==> src/verilog/usb_port_cfg.svh <==
// offsets, field positions, reset values and timing counts of the usb device port
`ifndef USB_PORT_CFG_SVH
`define USB_PORT_CFG_SVH

`define NUM_ENDPOINTS 6
`define CLK_FREQ_MHZ 100
`define SUSPEND_IDLE_US 3000
`define SUSPEND_IDLE_CYCLES (`SUSPEND_IDLE_US * `CLK_FREQ_MHZ)

`define OFS_INT_STATUS 8'h00
`define OFS_INT_MASK 8'h04
`define OFS_INT_CLEAR 8'h08
`define OFS_EP_FIFO_RESET 8'h0c
`define OFS_PORT_CTRL 8'h10
`define OFS_EP_CSR_BASE 8'h20

`define INT_MASK_RESET 32'h0000_0200

`define BIT_SUSPEND 8
`define BIT_BUS_RESUME 9
`define BIT_LOCAL_RESUME 10
`define BIT_FRAME_START 11
`define BIT_BUS_RESET_DONE 12
`define BIT_WAKEUP 13

`define CTRL_REMOTE_WAKEUP 0
`define CTRL_SUSPENDED 1

`define CSR_TX_COMPLETE 0
`define CSR_RX_BANK_A 1
`define CSR_SETUP 2
`define CSR_STALL_ACK 3
`define CSR_KIND_LO 8
`define CSR_KIND_HI 10
`define CSR_TOGGLE 11
`define CSR_ENABLE 15
`define CSR_COUNT_LO 16
`define CSR_COUNT_HI 26
`define CSR_RW_MASK 32'h0000_8700

`endif

==> src/verilog/usb_port_pkg.sv <==
// shared types of the usb device port
package usb_port_pkg;
  typedef logic [2:0] ep_kind_t;
  typedef logic [10:0] byte_count_t;
  typedef enum logic [1:0]
  {
    resp_okay = 2'h0,
    resp_slverr = 2'h2
  } axi_resp_t;
  typedef enum logic {wr_idle, wr_answer} wr_state_t;
endpackage

==> src/verilog/usb_ep_if.sv <==
// signals between the register side and one endpoint flag block
`timescale 1ns/1ps
interface usb_ep_if;
  logic in_acked;
  logic data_stored;
  logic setup_stored;
  logic stall_acked;
  logic crc_fault;
  usb_port_pkg::byte_count_t stored_bytes;
  logic csr_write;
  logic [31:0] csr_wdata;
  logic [31:0] csr_wmask;
  logic fifo_reset;
  logic [31:0] csr_rdata;
  logic ep_irq;
  logic accept_out;
  logic fifo_clear;
  modport regs
  (
    output in_acked, data_stored, setup_stored, stall_acked, crc_fault, stored_bytes,
    output csr_write, csr_wdata, csr_wmask, fifo_reset,
    input csr_rdata, ep_irq, accept_out, fifo_clear
  );
  modport ep
  (
    input in_acked, data_stored, setup_stored, stall_acked, crc_fault, stored_bytes,
    input csr_write, csr_wdata, csr_wmask, fifo_reset,
    output csr_rdata, ep_irq, accept_out, fifo_clear
  );
endinterface

==> src/verilog/usb_ep_flags.sv <==
// handshake flags, byte count and data toggle of one endpoint
`timescale 1ns/1ps
`include "usb_port_cfg.svh"
module usb_ep_flags
(
  input wire logic sys_clk,
  input wire logic srst,
  usb_ep_if.ep bus
);
  logic tx_complete;
  logic receive_bank_a;
  logic setup_received;
  logic stall_acknowledged;
  logic data_toggle;
  logic endpoint_on;
  usb_port_pkg::ep_kind_t endpoint_kind;
  usb_port_pkg::byte_count_t received_byte_count;
  logic is_iso;
  logic out_taken;
  logic [31:0] zero_wr;

  assign is_iso = endpoint_kind[1:0] == 2'h1;
  // bits written as zero under an enabled lane
  assign zero_wr = bus.csr_write ? (bus.csr_wmask & ~bus.csr_wdata) : 32'h0;
  // no out data while setup pending
  assign bus.accept_out = !setup_received;
  assign out_taken = bus.data_stored && !setup_received;

  always_ff @(posedge sys_clk)
  begin
    if (srst)
      tx_complete <= 1'b0;
    else if (bus.in_acked)
      tx_complete <= 1'b1;
    else if (zero_wr[`CSR_TX_COMPLETE])
      tx_complete <= 1'b0;
  end

  always_ff @(posedge sys_clk)
  begin
    if (srst)
      receive_bank_a <= 1'b0;
    else if (out_taken)
      receive_bank_a <= 1'b1;
    else if (zero_wr[`CSR_RX_BANK_A])
      receive_bank_a <= 1'b0;
  end

  always_ff @(posedge sys_clk)
  begin
    if (srst)
      setup_received <= 1'b0;
    else if (bus.setup_stored)
      setup_received <= 1'b1;
    else if (zero_wr[`CSR_SETUP])
      setup_received <= 1'b0;
  end

  // stall ack or iso crc fault
  always_ff @(posedge sys_clk)
  begin
    if (srst)
      stall_acknowledged <= 1'b0;
    else if (is_iso ? bus.crc_fault : bus.stall_acked)
      stall_acknowledged <= 1'b1;
    else if (zero_wr[`CSR_STALL_ACK])
      stall_acknowledged <= 1'b0;
  end

  always_ff @(posedge sys_clk)
  begin
    if (srst)
    begin
      endpoint_kind <= 3'h0;
      endpoint_on <= 1'b0;
    end
    else if (bus.csr_write)
    begin
      if (bus.csr_wmask[`CSR_KIND_LO])
        endpoint_kind <= bus.csr_wdata[`CSR_KIND_HI:`CSR_KIND_LO];
      if (bus.csr_wmask[`CSR_ENABLE])
        endpoint_on <= bus.csr_wdata[`CSR_ENABLE];
    end
  end

  // fifo reset zeroes count and toggle
  always_ff @(posedge sys_clk)
  begin
    if (srst || bus.fifo_reset)
    begin
      received_byte_count <= 11'h000;
      data_toggle <= 1'b0;
    end
    else
    begin
      if (out_taken || bus.setup_stored)
        received_byte_count <= bus.stored_bytes;
      if (out_taken || bus.in_acked)
        data_toggle <= !data_toggle;
    end
  end

  assign bus.fifo_clear = bus.fifo_reset;
  // endpoint irq while any flag set
  assign bus.ep_irq = tx_complete | receive_bank_a | setup_received | stall_acknowledged;

  always_comb
  begin
    bus.csr_rdata = 32'h0;
    bus.csr_rdata[`CSR_TX_COMPLETE] = tx_complete;
    bus.csr_rdata[`CSR_RX_BANK_A] = receive_bank_a;
    bus.csr_rdata[`CSR_SETUP] = setup_received;
    bus.csr_rdata[`CSR_STALL_ACK] = stall_acknowledged;
    bus.csr_rdata[`CSR_KIND_HI:`CSR_KIND_LO] = endpoint_kind;
    bus.csr_rdata[`CSR_TOGGLE] = data_toggle;
    bus.csr_rdata[`CSR_ENABLE] = endpoint_on;
    bus.csr_rdata[`CSR_COUNT_HI:`CSR_COUNT_LO] = received_byte_count;
  end

  a_setup_blocks_out: assert property (@(posedge sys_clk) disable iff (srst)
    setup_received && bus.data_stored && !receive_bank_a |=> !receive_bank_a)
    else $error("out data taken while setup pending");
  a_reset_zero_count: assert property (@(posedge sys_clk) disable iff (srst)
    bus.fifo_reset |=> received_byte_count == 11'h000 && !data_toggle)
    else $error("count or toggle not zero under fifo reset");
  a_transmit_complete_set_wins: assert property (@(posedge sys_clk) disable iff (srst)
    bus.in_acked ##1 1'b1 |-> tx_complete)
    else $error("transmit complete lost");
  a_bank_write_one: assert property (@(posedge sys_clk) disable iff (srst)
    receive_bank_a && bus.csr_write && bus.csr_wmask[1] && bus.csr_wdata[1]
    |=> receive_bank_a)
    else $error("write one cleared bank flag");
  a_reset_keeps_flags: assert property (@(posedge sys_clk) disable iff (srst)
    bus.fifo_reset && !bus.csr_write && tx_complete |=> tx_complete)
    else $error("fifo reset cleared a flag");
endmodule

==> src/verilog/usb_device_port.sv <==
// event flags, endpoint flags and axi4-lite registers of the usb device port
//
// Overview of operation
// - host resume at port sets resume flag
// - suspended local resume edge sets flag
// - with remote wakeup, drive bus resume
// - every frame start token sets flag
// - bus reset end sets done flag
// - host resume or reset sets wakeup
// - clear register bits 8-13 clear flags
// - endpoint reset clears fifo, count, toggle
// - software ends reset; flags kept
// - reset held forces count to zero
// - in ack sets transmit complete
// - stored packet sets bank a flag
// - valid setup sets setup flag
// - no out data while setup set
// - stall ack sets flag until cleared
// - iso endpoints report crc fault there
// - idle 3ms sets suspend flag, suspends
// - endpoint irq stays while flags set
//
// Implementation choices: the register addresses and the AXI4-Lite interface to the registers.
`timescale 1ns/1ps
`include "usb_port_cfg.svh"
module usb_device_port
#(
  parameter int SUSPEND_CYCLES = `SUSPEND_IDLE_CYCLES
)
(
  input wire logic sys_clk,
  input wire logic srst,
  input wire logic [31:0] s_axi_awaddr,
  input wire logic s_axi_awvalid,
  output logic s_axi_awready,
  input wire logic [31:0] s_axi_wdata,
  input wire logic [3:0] s_axi_wstrb,
  input wire logic s_axi_wvalid,
  output logic s_axi_wready,
  output logic [1:0] s_axi_bresp,
  output logic s_axi_bvalid,
  input wire logic s_axi_bready,
  input wire logic [31:0] s_axi_araddr,
  input wire logic s_axi_arvalid,
  output logic s_axi_arready,
  output logic [31:0] s_axi_rdata,
  output logic [1:0] s_axi_rresp,
  output logic s_axi_rvalid,
  input wire logic s_axi_rready,
  input wire logic bus_activity,
  input wire logic host_resume_seen,
  input wire logic frame_start_seen,
  input wire logic bus_reset_seen,
  input wire logic local_resume_request,
  input wire logic [5:0] ep_in_acked,
  input wire logic [5:0] ep_data_stored,
  input wire logic [5:0] ep_setup_stored,
  input wire logic [5:0] ep_stall_acked,
  input wire logic [5:0] ep_crc_fault,
  input wire logic [65:0] ep_stored_bytes,
  output logic [5:0] ep_accept_out,
  output logic [5:0] ep_fifo_clear,
  output logic suspended,
  output logic send_resume,
  output logic irq
);
  localparam int NEP = `NUM_ENDPOINTS;
  localparam int IDLE_W = $clog2(SUSPEND_CYCLES + 1);

  usb_ep_if ep_bus [NEP] ();

  logic aw_held;
  logic w_held;
  logic [7:0] aw_addr;
  logic [31:0] w_data;
  logic [3:0] w_strb;
  usb_port_pkg::wr_state_t wr_state;
  logic wr_fire;
  logic wr_hit;
  logic [31:0] wmask;
  logic [31:0] clr_bits;
  logic [13:8] event_flags;
  logic [13:8] next_event_flags;
  logic [13:8] event_set;
  logic [31:0] int_mask;
  logic [5:0] endpoint_fifo_reset;
  logic remote_wakeup_enable;
  logic [IDLE_W-1:0] idle_count;
  logic resume_meta;
  logic resume_sync;
  logic resume_prev;
  logic local_edge;
  logic [5:0] ep_irq_vec;
  logic [31:0] int_status;
  logic [31:0] ep_rdata [NEP];

  function automatic logic [31:0] lane_mask(input logic [3:0] strb);
    lane_mask = {{8{strb[3]}}, {8{strb[2]}}, {8{strb[1]}}, {8{strb[0]}}};
  endfunction

  function automatic logic is_ep_addr(input logic [7:0] a);
    is_ep_addr = a >= `OFS_EP_CSR_BASE && a < `OFS_EP_CSR_BASE + 8'(4 * NEP);
  endfunction

  function automatic logic is_mapped(input logic [7:0] a, input logic wr);
    is_mapped = a == `OFS_INT_MASK || a == `OFS_EP_FIFO_RESET || a == `OFS_PORT_CTRL
      || is_ep_addr(a) || (wr ? a == `OFS_INT_CLEAR : a == `OFS_INT_STATUS);
  endfunction

  ////////////////////////////////////////////////////////////////////////////
  // axi4-lite write channel

  assign s_axi_awready = !aw_held;
  assign s_axi_wready = !w_held;
  assign wr_fire = aw_held && w_held && wr_state == usb_port_pkg::wr_idle;
  assign wr_hit = wr_fire && is_mapped(aw_addr, 1'b1);
  assign wmask = lane_mask(w_strb);
  assign s_axi_bvalid = wr_state == usb_port_pkg::wr_answer;

  always_ff @(posedge sys_clk)
  begin
    if (srst)
    begin
      aw_held <= 1'b0;
      aw_addr <= 8'h00;
    end
    else if (s_axi_awvalid && s_axi_awready)
    begin
      aw_held <= 1'b1;
      aw_addr <= {s_axi_awaddr[7:2], 2'h0};
    end
    else if (wr_fire)
      aw_held <= 1'b0;
  end

  always_ff @(posedge sys_clk)
  begin
    if (srst)
    begin
      w_held <= 1'b0;
      w_data <= 32'h0;
      w_strb <= 4'h0;
    end
    else if (s_axi_wvalid && s_axi_wready)
    begin
      w_held <= 1'b1;
      w_data <= s_axi_wdata;
      w_strb <= s_axi_wstrb;
    end
    else if (wr_fire)
      w_held <= 1'b0;
  end

  always_ff @(posedge sys_clk)
  begin
    if (srst)
    begin
      wr_state <= usb_port_pkg::wr_idle;
      s_axi_bresp <= usb_port_pkg::resp_okay;
    end
    else
    begin
      unique case (wr_state)
        usb_port_pkg::wr_idle:
          if (wr_fire)
          begin
            wr_state <= usb_port_pkg::wr_answer;
            s_axi_bresp <= wr_hit ? usb_port_pkg::resp_okay : usb_port_pkg::resp_slverr;
          end
        usb_port_pkg::wr_answer:
          if (s_axi_bready)
            wr_state <= usb_port_pkg::wr_idle;
      endcase
    end
  end

  ////////////////////////////////////////////////////////////////////////////
  // axi4-lite read channel

  assign s_axi_arready = !s_axi_rvalid;

  always_ff @(posedge sys_clk)
  begin
    if (srst)
    begin
      s_axi_rvalid <= 1'b0;
      s_axi_rdata <= 32'h0;
      s_axi_rresp <= usb_port_pkg::resp_okay;
    end
    else if (s_axi_arvalid && s_axi_arready)
    begin
      s_axi_rvalid <= 1'b1;
      s_axi_rresp <= is_mapped(s_axi_araddr[7:0], 1'b0) ? usb_port_pkg::resp_okay
        : usb_port_pkg::resp_slverr;
      if (is_ep_addr(s_axi_araddr[7:0]))
        s_axi_rdata <= ep_rdata[3'(s_axi_araddr[7:2] - `OFS_EP_CSR_BASE / 4)];
      else
        unique case (s_axi_araddr[7:0])
          `OFS_INT_STATUS: s_axi_rdata <= int_status;
          `OFS_INT_MASK: s_axi_rdata <= int_mask;
          `OFS_EP_FIFO_RESET: s_axi_rdata <= {26'h0, endpoint_fifo_reset};
          `OFS_PORT_CTRL: s_axi_rdata <= {30'h0, suspended, remote_wakeup_enable};
          default: s_axi_rdata <= 32'h0;
        endcase
    end
    else if (s_axi_rready)
      s_axi_rvalid <= 1'b0;
  end

  ////////////////////////////////////////////////////////////////////////////
  // software controls

  always_ff @(posedge sys_clk)
  begin
    if (srst)
      int_mask <= `INT_MASK_RESET;
    else if (wr_hit && aw_addr == `OFS_INT_MASK)
      int_mask <= 32'h0000_3f3f & ((int_mask & ~wmask) | (w_data & wmask));
  end

  // reset bits held until software clears
  always_ff @(posedge sys_clk)
  begin
    if (srst)
      endpoint_fifo_reset <= 6'h00;
    else if (wr_hit && aw_addr == `OFS_EP_FIFO_RESET && w_strb[0])
      endpoint_fifo_reset <= w_data[5:0];
  end

  always_ff @(posedge sys_clk)
  begin
    if (srst)
      remote_wakeup_enable <= 1'b0;
    else if (wr_hit && aw_addr == `OFS_PORT_CTRL && w_strb[0])
      remote_wakeup_enable <= w_data[`CTRL_REMOTE_WAKEUP];
  end

  ////////////////////////////////////////////////////////////////////////////
  // local resume request, pin synchroniser

  always_ff @(posedge sys_clk)
  begin
    if (srst)
    begin
      resume_meta <= 1'b0;
      resume_sync <= 1'b0;
      resume_prev <= 1'b0;
    end
    else
    begin
      resume_meta <= local_resume_request;
      resume_sync <= resume_meta;
      resume_prev <= resume_sync;
    end
  end

  // rising edge only counts while suspended
  assign local_edge = resume_sync && !resume_prev && suspended;

  always_ff @(posedge sys_clk)
  begin
    if (srst)
      send_resume <= 1'b0;
    else
      send_resume <= local_edge && remote_wakeup_enable;
  end

  ////////////////////////////////////////////////////////////////////////////
  // suspend detection

  // idle for the full count suspends
  always_ff @(posedge sys_clk)
  begin
    if (srst || bus_activity)
      idle_count <= '0;
    else if (idle_count != IDLE_W'(SUSPEND_CYCLES))
      idle_count <= idle_count + 1'b1;
  end

  always_ff @(posedge sys_clk)
  begin
    if (srst || bus_activity || host_resume_seen || bus_reset_seen)
      suspended <= 1'b0;
    else if (idle_count == IDLE_W'(SUSPEND_CYCLES - 1))
      suspended <= 1'b1;
  end

  ////////////////////////////////////////////////////////////////////////////
  // bus event flags

  always_comb
  begin
    event_set = '0;
    event_set[`BIT_SUSPEND] = !srst && idle_count == IDLE_W'(SUSPEND_CYCLES - 1) && !bus_activity;
    event_set[`BIT_BUS_RESUME] = host_resume_seen;
    event_set[`BIT_LOCAL_RESUME] = local_edge;
    event_set[`BIT_FRAME_START] = frame_start_seen;
    event_set[`BIT_BUS_RESET_DONE] = bus_reset_seen;
    event_set[`BIT_WAKEUP] = host_resume_seen || bus_reset_seen;
  end

  assign clr_bits = (wr_hit && aw_addr == `OFS_INT_CLEAR) ? (w_data & wmask) : 32'h0;
  assign next_event_flags = event_set | (event_flags & ~clr_bits[13:8]);

  always_ff @(posedge sys_clk)
  begin
    if (srst)
      event_flags <= '0;
    else
      event_flags <= next_event_flags;
  end

  ////////////////////////////////////////////////////////////////////////////
  // endpoints

  for (genvar i = 0; i < NEP; i++)
  begin : g_ep
    assign ep_bus[i].in_acked = ep_in_acked[i];
    assign ep_bus[i].data_stored = ep_data_stored[i];
    assign ep_bus[i].setup_stored = ep_setup_stored[i];
    assign ep_bus[i].stall_acked = ep_stall_acked[i];
    assign ep_bus[i].crc_fault = ep_crc_fault[i];
    assign ep_bus[i].stored_bytes = ep_stored_bytes[11*i +: 11];
    assign ep_bus[i].csr_write = wr_hit && aw_addr == `OFS_EP_CSR_BASE + 8'(4 * i);
    assign ep_bus[i].csr_wdata = w_data;
    assign ep_bus[i].csr_wmask = wmask;
    assign ep_bus[i].fifo_reset = endpoint_fifo_reset[i];
    assign ep_rdata[i] = ep_bus[i].csr_rdata;
    assign ep_irq_vec[i] = ep_bus[i].ep_irq;
    assign ep_accept_out[i] = ep_bus[i].accept_out;
    assign ep_fifo_clear[i] = ep_bus[i].fifo_clear;
    usb_ep_flags u_ep
    (
      .sys_clk(sys_clk),
      .srst(srst),
      .bus(ep_bus[i])
    );
  end

  assign int_status = {18'h0, event_flags, 2'h0, ep_irq_vec};
  assign irq = |(int_status & int_mask);

  ////////////////////////////////////////////////////////////////////////////
  // checks

  a_clear_event_flag: assert property (@(posedge sys_clk) disable iff (srst)
    wr_hit && aw_addr == `OFS_INT_CLEAR && w_strb[1] && w_data[11] && !frame_start_seen
    |=> !event_flags[`BIT_FRAME_START])
    else $error("frame start flag not cleared");
  a_frame_start_set: assert property (@(posedge sys_clk) disable iff (srst)
    frame_start_seen |=> event_flags[`BIT_FRAME_START])
    else $error("frame start flag not set");
  a_wakeup_on_reset: assert property (@(posedge sys_clk) disable iff (srst)
    bus_reset_seen |=> event_flags[`BIT_WAKEUP] && event_flags[`BIT_BUS_RESET_DONE])
    else $error("wakeup or reset done missing");
  a_remote_wake_out: assert property (@(posedge sys_clk) disable iff (srst)
    send_resume |-> $past(remote_wakeup_enable) && event_flags[`BIT_LOCAL_RESUME])
    else $error("resume driven without cause");
  a_irq_follows_mask: assert property (@(posedge sys_clk) disable iff (srst)
    (event_flags & int_mask[13:8]) != 6'h00 |-> irq)
    else $error("enabled event flag without irq");
  a_suspend_after_idle: assert property (@(posedge sys_clk) disable iff (srst)
    $rose(suspended) |-> event_flags[`BIT_SUSPEND] && idle_count == IDLE_W'(SUSPEND_CYCLES))
    else $error("suspend without full idle time");
  a_ext_resume_flag: assert property (@(posedge sys_clk) disable iff (srst)
    $rose(event_flags[`BIT_LOCAL_RESUME]) |-> $past(suspended) && resume_prev)
    else $error("local resume flag without suspended edge");
endmodule

==> config.mk <==
export PLATFORM = sky130hd
export DESIGN_NAME = usb_device_port
export DESIGN_NICKNAME = d
export VERILOG_FILES = /design/src/verilog/usb_port_pkg.sv /design/src/verilog/usb_ep_if.sv /design/src/verilog/usb_ep_flags.sv /design/src/verilog/usb_device_port.sv
export VERILOG_INCLUDE_DIRS = /design/src /design/src/verilog
export SDC_FILE = /design/constraint.sdc
export NUM_CORES = 1
export LEC_CHECK = 0
export BUFFER_PORTS_ARGS = -buffer_cell sky130_fd_sc_hd__buf_2
export CAP_MARGIN = 20
export CORE_MARGIN = 5
export CORE_UTILIZATION = 48
export DETAILED_ROUTE_END_ITERATION = 7
export GPL_TIMING_DRIVEN = 1
export PLACE_DENSITY = 0.77
export SYNTH_ARGS = -nofsm -noshare
export SYNTH_HDL_FRONTEND = slang
export SYNTH_SLANG_ARGS = --single-unit
==> constraint.sdc <==
create_clock -name sys_clk -period 2.15 [get_ports sys_clk]
set_clock_uncertainty 0.1 [all_clocks]
set_input_delay 0.645 -clock sys_clk [delete_from_list [all_inputs] [get_ports sys_clk]]
set_output_delay 0.645 -clock sys_clk [all_outputs]
set_load 0.01 [all_outputs]
* Word level (Yosys, flattened, before mapping) *
Cells that the tools add are included.

word-level totals
  output and inout bits = 56
  register bits after elaboration = 233
  logic and storage cells = 317
  bits of input ports = 208

operators by class
  reduce and logical (&&, ||, !) cells = 115
  add/subtract/negate cells = 2
  eq/ne operators = 21
  bitwise logic cells = 30
  multiplexer cells = 76
  magnitude comparators = 5

operators by type and width
  kind                     number
  $bmux W32 S3             1
  $mux W32                 3
  $mux W1                  61
  $pmux W14 S4             1
  $reduce_bool A2 Y1       27
  $and A14 B14 Y14         3
  $eq A6 B4 Y1 const B     6
  $reduce_or A32 Y1        1
  $logic_and A1 B1 Y1      31
  $logic_or A1 B1 Y1       30
  $mux W4                  6
  $add A19 B1 Y19 const B  1
  $eq A19 B19 Y1 const B   1
  $ne A19 B19 Y1 const B   1
  $logic_not A1 Y1         18
  $or A1 B1 Y1             18
  $ge A8 B6 Y1 const B     2
  $lt A8 B6 Y1 const B     2
  $mux W14                 1
  $not A14 Y14             1
  $or A14 B14 Y14          1
  $reduce_and A2 Y1        7
  $eq A2 B1 Y1 const B     6
  $eq A6 B2 Y1 const B     2
  17 further kinds         18

* Longest topological paths before layout *
  depth after elaboration = 11
  mapped depth = 7
  mapped depth without buffers = 6

* By module *
A second synthesis with hierarchy kept.

second synthesis, totals
  cells, all modules = 1429
  area total of the unflattened synthesis = 12787.3 um2

by module, submodules not included
  module           area an instance (um2)  seq. area each (um2)  cells each  instances
  usb_device_port  6804.0                  2582.5                727         1
  usb_ep_flags     997.2                   400.4                 117         6

* Least setup slack after synthesis *
Ideal clock, no wire load.

  path type = input to register
  from = input s_axi_araddr[1]
  to = register s_axi_rdata[4]
  buffers on the path = 0
  arrival = 2159 ps
  stages on the path = 4
  path slack = -180 ps
  required time = 1980 ps
  path through = or4_4 > or4_4 > or3_1 > a21oi_1

on the way
  cells in the longest elaborated chain, start to end = 3
  elaborated cells between the ends (all ways) = 9
  classes of those cells = 2 x order compare; 3 x eq/ne; 2 x mux; 2 x reduce/logical

RTL lines
  what                                                         RTL line                                        text
  from (decl)                                                  usb_device_port.sv:43                           input wire logic [31:0] s_axi_araddr,
  $ge A8 B6 Y1 (no source line), or another cell as far along  n/a
  $logic_and A1 B1 Y1 / $pmux W14 S4 (equally long branches)   usb_device_port.sv:102, usb_device_port.sv:198
  $mux W32 (*)                                                 usb_device_port.sv:195                          if (is_ep_addr(s_axi_araddr[7:0]))
  to (signal assigned)                                         usb_device_port.sv:196                          s_axi_rdata <= ep_rdata[3'(s_axi_araddr[7:2] - `OFS_EP_CSR_BASE / 4)];
  to (signal assigned)                                         usb_device_port.sv:199                          `OFS_INT_STATUS: s_axi_rdata <= int_status;
  to (signal assigned)                                         usb_device_port.sv:200                          `OFS_INT_MASK: s_axi_rdata <= int_mask;
  to (decl)                                                    usb_device_port.sv:46                           output logic [31:0] s_axi_rdata,

Mark *: on every way between the ends. The rest lies on a longest branch, timed or not.
A chain may end at the register's enable or synchronous reset.

* Worst setup path after layout *
  from = register g_ep[2].u_ep.receive_bank_a
  to = output irq

on the way
  cells in the longest elaborated chain, start to end = 5

RTL lines
  what                       RTL line                text
  from (decl)                usb_ep_flags.sv:11      logic receive_bank_a;
  from (signal assigned)     usb_ep_flags.sv:42      receive_bank_a <= 1'b0;
  from (signal assigned)     usb_ep_flags.sv:44      receive_bank_a <= 1'b1;
  from (signal assigned)     usb_ep_flags.sv:46      receive_bank_a <= 1'b0;
  $or A1 B1 Y1 (3 in a row)  usb_ep_flags.sv:105     assign bus.ep_irq = tx_complete | receive_bank_a | setup_received | stall_acknowledged;
  $and A14 B14 Y14           usb_device_port.sv:341  assign irq = |(int_status & int_mask);
  $reduce_or A32 Y1          usb_device_port.sv:341
  to (decl)                  usb_device_port.sv:65   output logic irq

Every way passes these cells.

==> results.cfg <==
[global_route]
overflow = 0
antenna_found_initial = 2
grt_pass1_wl_um = 43790
grt_usage_pct = 22.66
grt_max_degree = 70
grt_pass1_vias = 8301

[synth]
synthTopCellsByArea = dfxtp_1 45%, mux2i_1 14%, nor2_1 5.8%
synth_seq_cells = 220
yosysUniqueCellTypes = 63
synth_top_area_share_pct = 44.65
synth_warnings = 0
syn_avg_cell_area_um2 = 9.367
synth_flop_cell = dfxtp_1
yosys.area_share.simple_pct = 17.73
synth_compound_area_share_pct = 10.59
synth_top_family_by_area = multiplexers
yosys.area_share.adder_pct = 0.2537
yosys-mux-area-fraction_pct = 19.95
synth_area_leader_cell = dfxtp_1
async_flop_share_pct = 0
synth_area_um2 = 9863
synth_cells = 1053
synth_xor_xnor_area_share_pct = 1.421
synth_edf_count = 0
yosysSeqAreaShare_pct = 44.65

[timing]
period_share_pct = 129.2
slew_headroom_pct = 35.01
finalWorstSetupSlack_ps = -627.8
setup_violations = 1
tightest_slew_ps = 971.2
fin_crit_ps = 2778
rsz0062_at_grt = true
fin_tns_setup_ps = -627.8
holdWs_ps = 236.4
fmax_ghz = 0.3600
finalMaxSlewViolations = 0
hold_violations = 0

[clock_network]
worstSkewPairLatency_ps = 520
ctsHtreeMaxLevel = 1
clk_path_buf_depth = 3
numCtsBuffers = 25
cts_tree = done
postCtsSetupRepairBufs = 0
clk_pin_slew_worst_paths_ps = 50
clock-root-buffer = clkbuf_16
clock-sinks = 220

[setup_path]
worstSetupStartpoint = g_ep[2].u_ep.receive_bank_a$_SDFFE_PP0P_
crit_path_end_kind = output port
crit_fanout = 2
critPathCapture = irq
startpoint_type = register
worstPathArrival_ps = 2030
critPathRequiredTime_ps = 1400
crit_type = register to output port
r2r_start = idle_count[0]$_SDFFE_PP0P_
reg2reg_slack_ps = 240
reg2reg_to = idle_count[16]$_SDFFE_PP0P_
rr_worst_depth = 5

[route]
dr.pass1.iters = 5
routed_wl_um = 27820
drtIter0Drc = 529
viasPerCell = 5.482
vias = 8454
wl_per_cell_um = 18.04
ant_nets = 0
drc_errors = 0

[run_status]
outcome = complete, but fails checks
violations = negative setup slack

[power_and_ir_drop]
power.density_nw_per_um2 = 816.5
peakVddDrop_mv = 0.8088
total_power_mw = 9.957
p_leak_nw = 5.324

[die]
floorplan.rows = 52
die_y_um = 153.3
start_util_pct = 48.74
coreArea_um2 = 20230
die_w_um = 153.3
die_area_um2 = 23510
ioPinCount = 264

[placement]
dp.cells = 1497
globalplace.congestion = 0.9241
dpl_cell_area_um2 = 11280
hpwl_um = 21000
detailedPlace.worstSlack_ps = -300.3
io_buffer_count = 182

[final_layout]
final_nets = 1464
instances_no_fill = 1542
fin_area_um2 = 12190
drive_gt1_share_pct = 27.14
syn_to_final_growth_pct = 23.63
postLayoutCoreUtil_pct = 60.26

[worst_hold_path]
min_path_type = input pin to register

[flow_run]
maxCapViolations = 0
[cells by family (layout without fill, tap and decap cells)]
group | Yosys count | count (layout)
XOR/XNOR | 16 | 16
buffers and inverters | 115 | 324
flip-flops | 220 | 220
AO/OA/AOI/OAI | 171 | 171
other | 1 | 11
AND/OR/NAND/NOR | 358 | 358
multiplexers | 170 | 170
adder cells (fa/ha/maj) | 2 | 2
[area by class of cell]
type | count | area [um^2]
Clock buffer | 31 | 678.2
Tap cell | 270 | 337.8
Sequential cell | 220 | 4405
Clock inverter | 13 | 198.9
Timing Repair Buffer | 249 | 1454
Inverter | 31 | 116.4
Fill cell | 1677 | 8040
Multi-Input combinational cell | 727 | 5001
Antenna cell | 1 | 2.502
[timing repair]
action                     CTS  global route
pin swaps                    3             1
setup endpoints to repair    1             1
hold endpoints to repair     0             0
gates resized for setup      5             2
hold buffers                 0             0
[sequential cells by signal, summed over array words and instances, names as in the netlist, 12 cells and up]
signal / cells
g_ep.u_ep.received_byte_count: 66
idle_count: 19
int_mask: 12
ep_bus.csr_wdata: 13
s_axi_rdata: 24
g_ep.u_ep.endpoint_kind: 18
[placed cells by master (no fill, tap or decap), types with 4 or more instances in the layout]
cell | Yosys | layout
clkbuf_16 | 0 | 25
clkinv_2 | 0 | 5
nand3_1 | 21 | 21
o21ai_0 | 51 | 51
nor4_1 | 7 | 7
or3_1 | 4 | 4
nand2b_1 | 17 | 17
mux2i_1 | 137 | 137
xor2_1 | 6 | 6
nor2_1 | 152 | 152
a22o_1 | 14 | 14
bufinv_16 | 0 | 5
or4_1 | 8 | 6
nand2_1 | 68 | 68
buf_4 | 22 | 65
nand4_1 | 16 | 16
nor2b_1 | 20 | 20
a21oi_1 | 67 | 67
o2bb2ai_1 | 5 | 5
a22oi_1 | 6 | 5
mux4_2 | 20 | 20
mux2_2 | 12 | 12
nor3_1 | 10 | 10
dfxtp_1 | 220 | 219
buf_2 | 11 | 181
xnor2_1 | 10 | 10
or4_4 | 2 | 4
a221oi_1 | 5 | 4
and4_1 | 5 | 5
inv_1 | 30 | 30
or2_2 | 7 | 7
conb_1 | 1 | 10
[worst max-delay path, stage by stage (launching register included)]
cell and delay [ps]:
dfxtp_1 310, or4_4 560, a221oi_4 280, o2111ai_2 200, buf_2 180
[how the worst min path moves through the flow]
stage / from / to / slack, ps / cells after the start
floorplan: resume_meta$_SDFF_PP0_ / resume_sync$_SDFF_PP0_ / 310 / 1
global placement: resume_meta$_SDFF_PP0_ / resume_sync$_SDFF_PP0_ / 320 / 1
detailed placement: resume_meta$_SDFF_PP0_ / resume_sync$_SDFF_PP0_ / 330 / 1
CTS: local_resume_request / resume_meta$_SDFF_PP0_ / 220 / 2
global route: bus_reset_seen / suspended$_SDFFE_PP0N_ / 230 / 2
finish: local_resume_request / resume_meta$_SDFF_PP0_ / 240 / 2
[Yosys cell counts, drive strengths merged (3+ instances only)]
cell / n
a21oi: 68
nand2: 68
o2bb2ai: 5
and4: 5
clkbuf: 43
a22oi: 6
nand4: 16
and3: 3
or3: 4
a221oi: 5
nor3: 10
xnor2: 10
a22o: 14
nand3: 21
mux4: 20
buf: 41
xor2: 6
dfxtp: 220
mux2i: 137
nand2b: 17
o21ai: 51
nor4: 10
nor2b: 20
a2111oi: 3
nor2: 152
and4b: 3
mux2: 13
inv: 31
or4: 10
or2: 7
[routing by layer]
| metal | share of wire [%] | routed length, um | vias to the layer above | global-route usage [%] |
|---|---|---|---|---|
| met5 | 0.047 | 13 | - | 0 |
| met4 | 3.4 | 953 | 2 | 7.653 |
| met3 | 7.3 | 2031 | 67 | 5.117 |
| met2 | 46 | 12900 | 282 | 36.93 |
| met1 | 43 | 11920 | 4020 | 29.86 |
| li1 | - | - | 4083 | - |
[where the power goes]
group | total, mW | switching (mW) | internal [mW]
registers | 4.40 | 0.141 | 4.26
clock network | 4.48 | 1.65 | 2.83
logic | 1.07 | 0.561 | 0.507
Note: power is estimated with default switching activity, not from simulation.
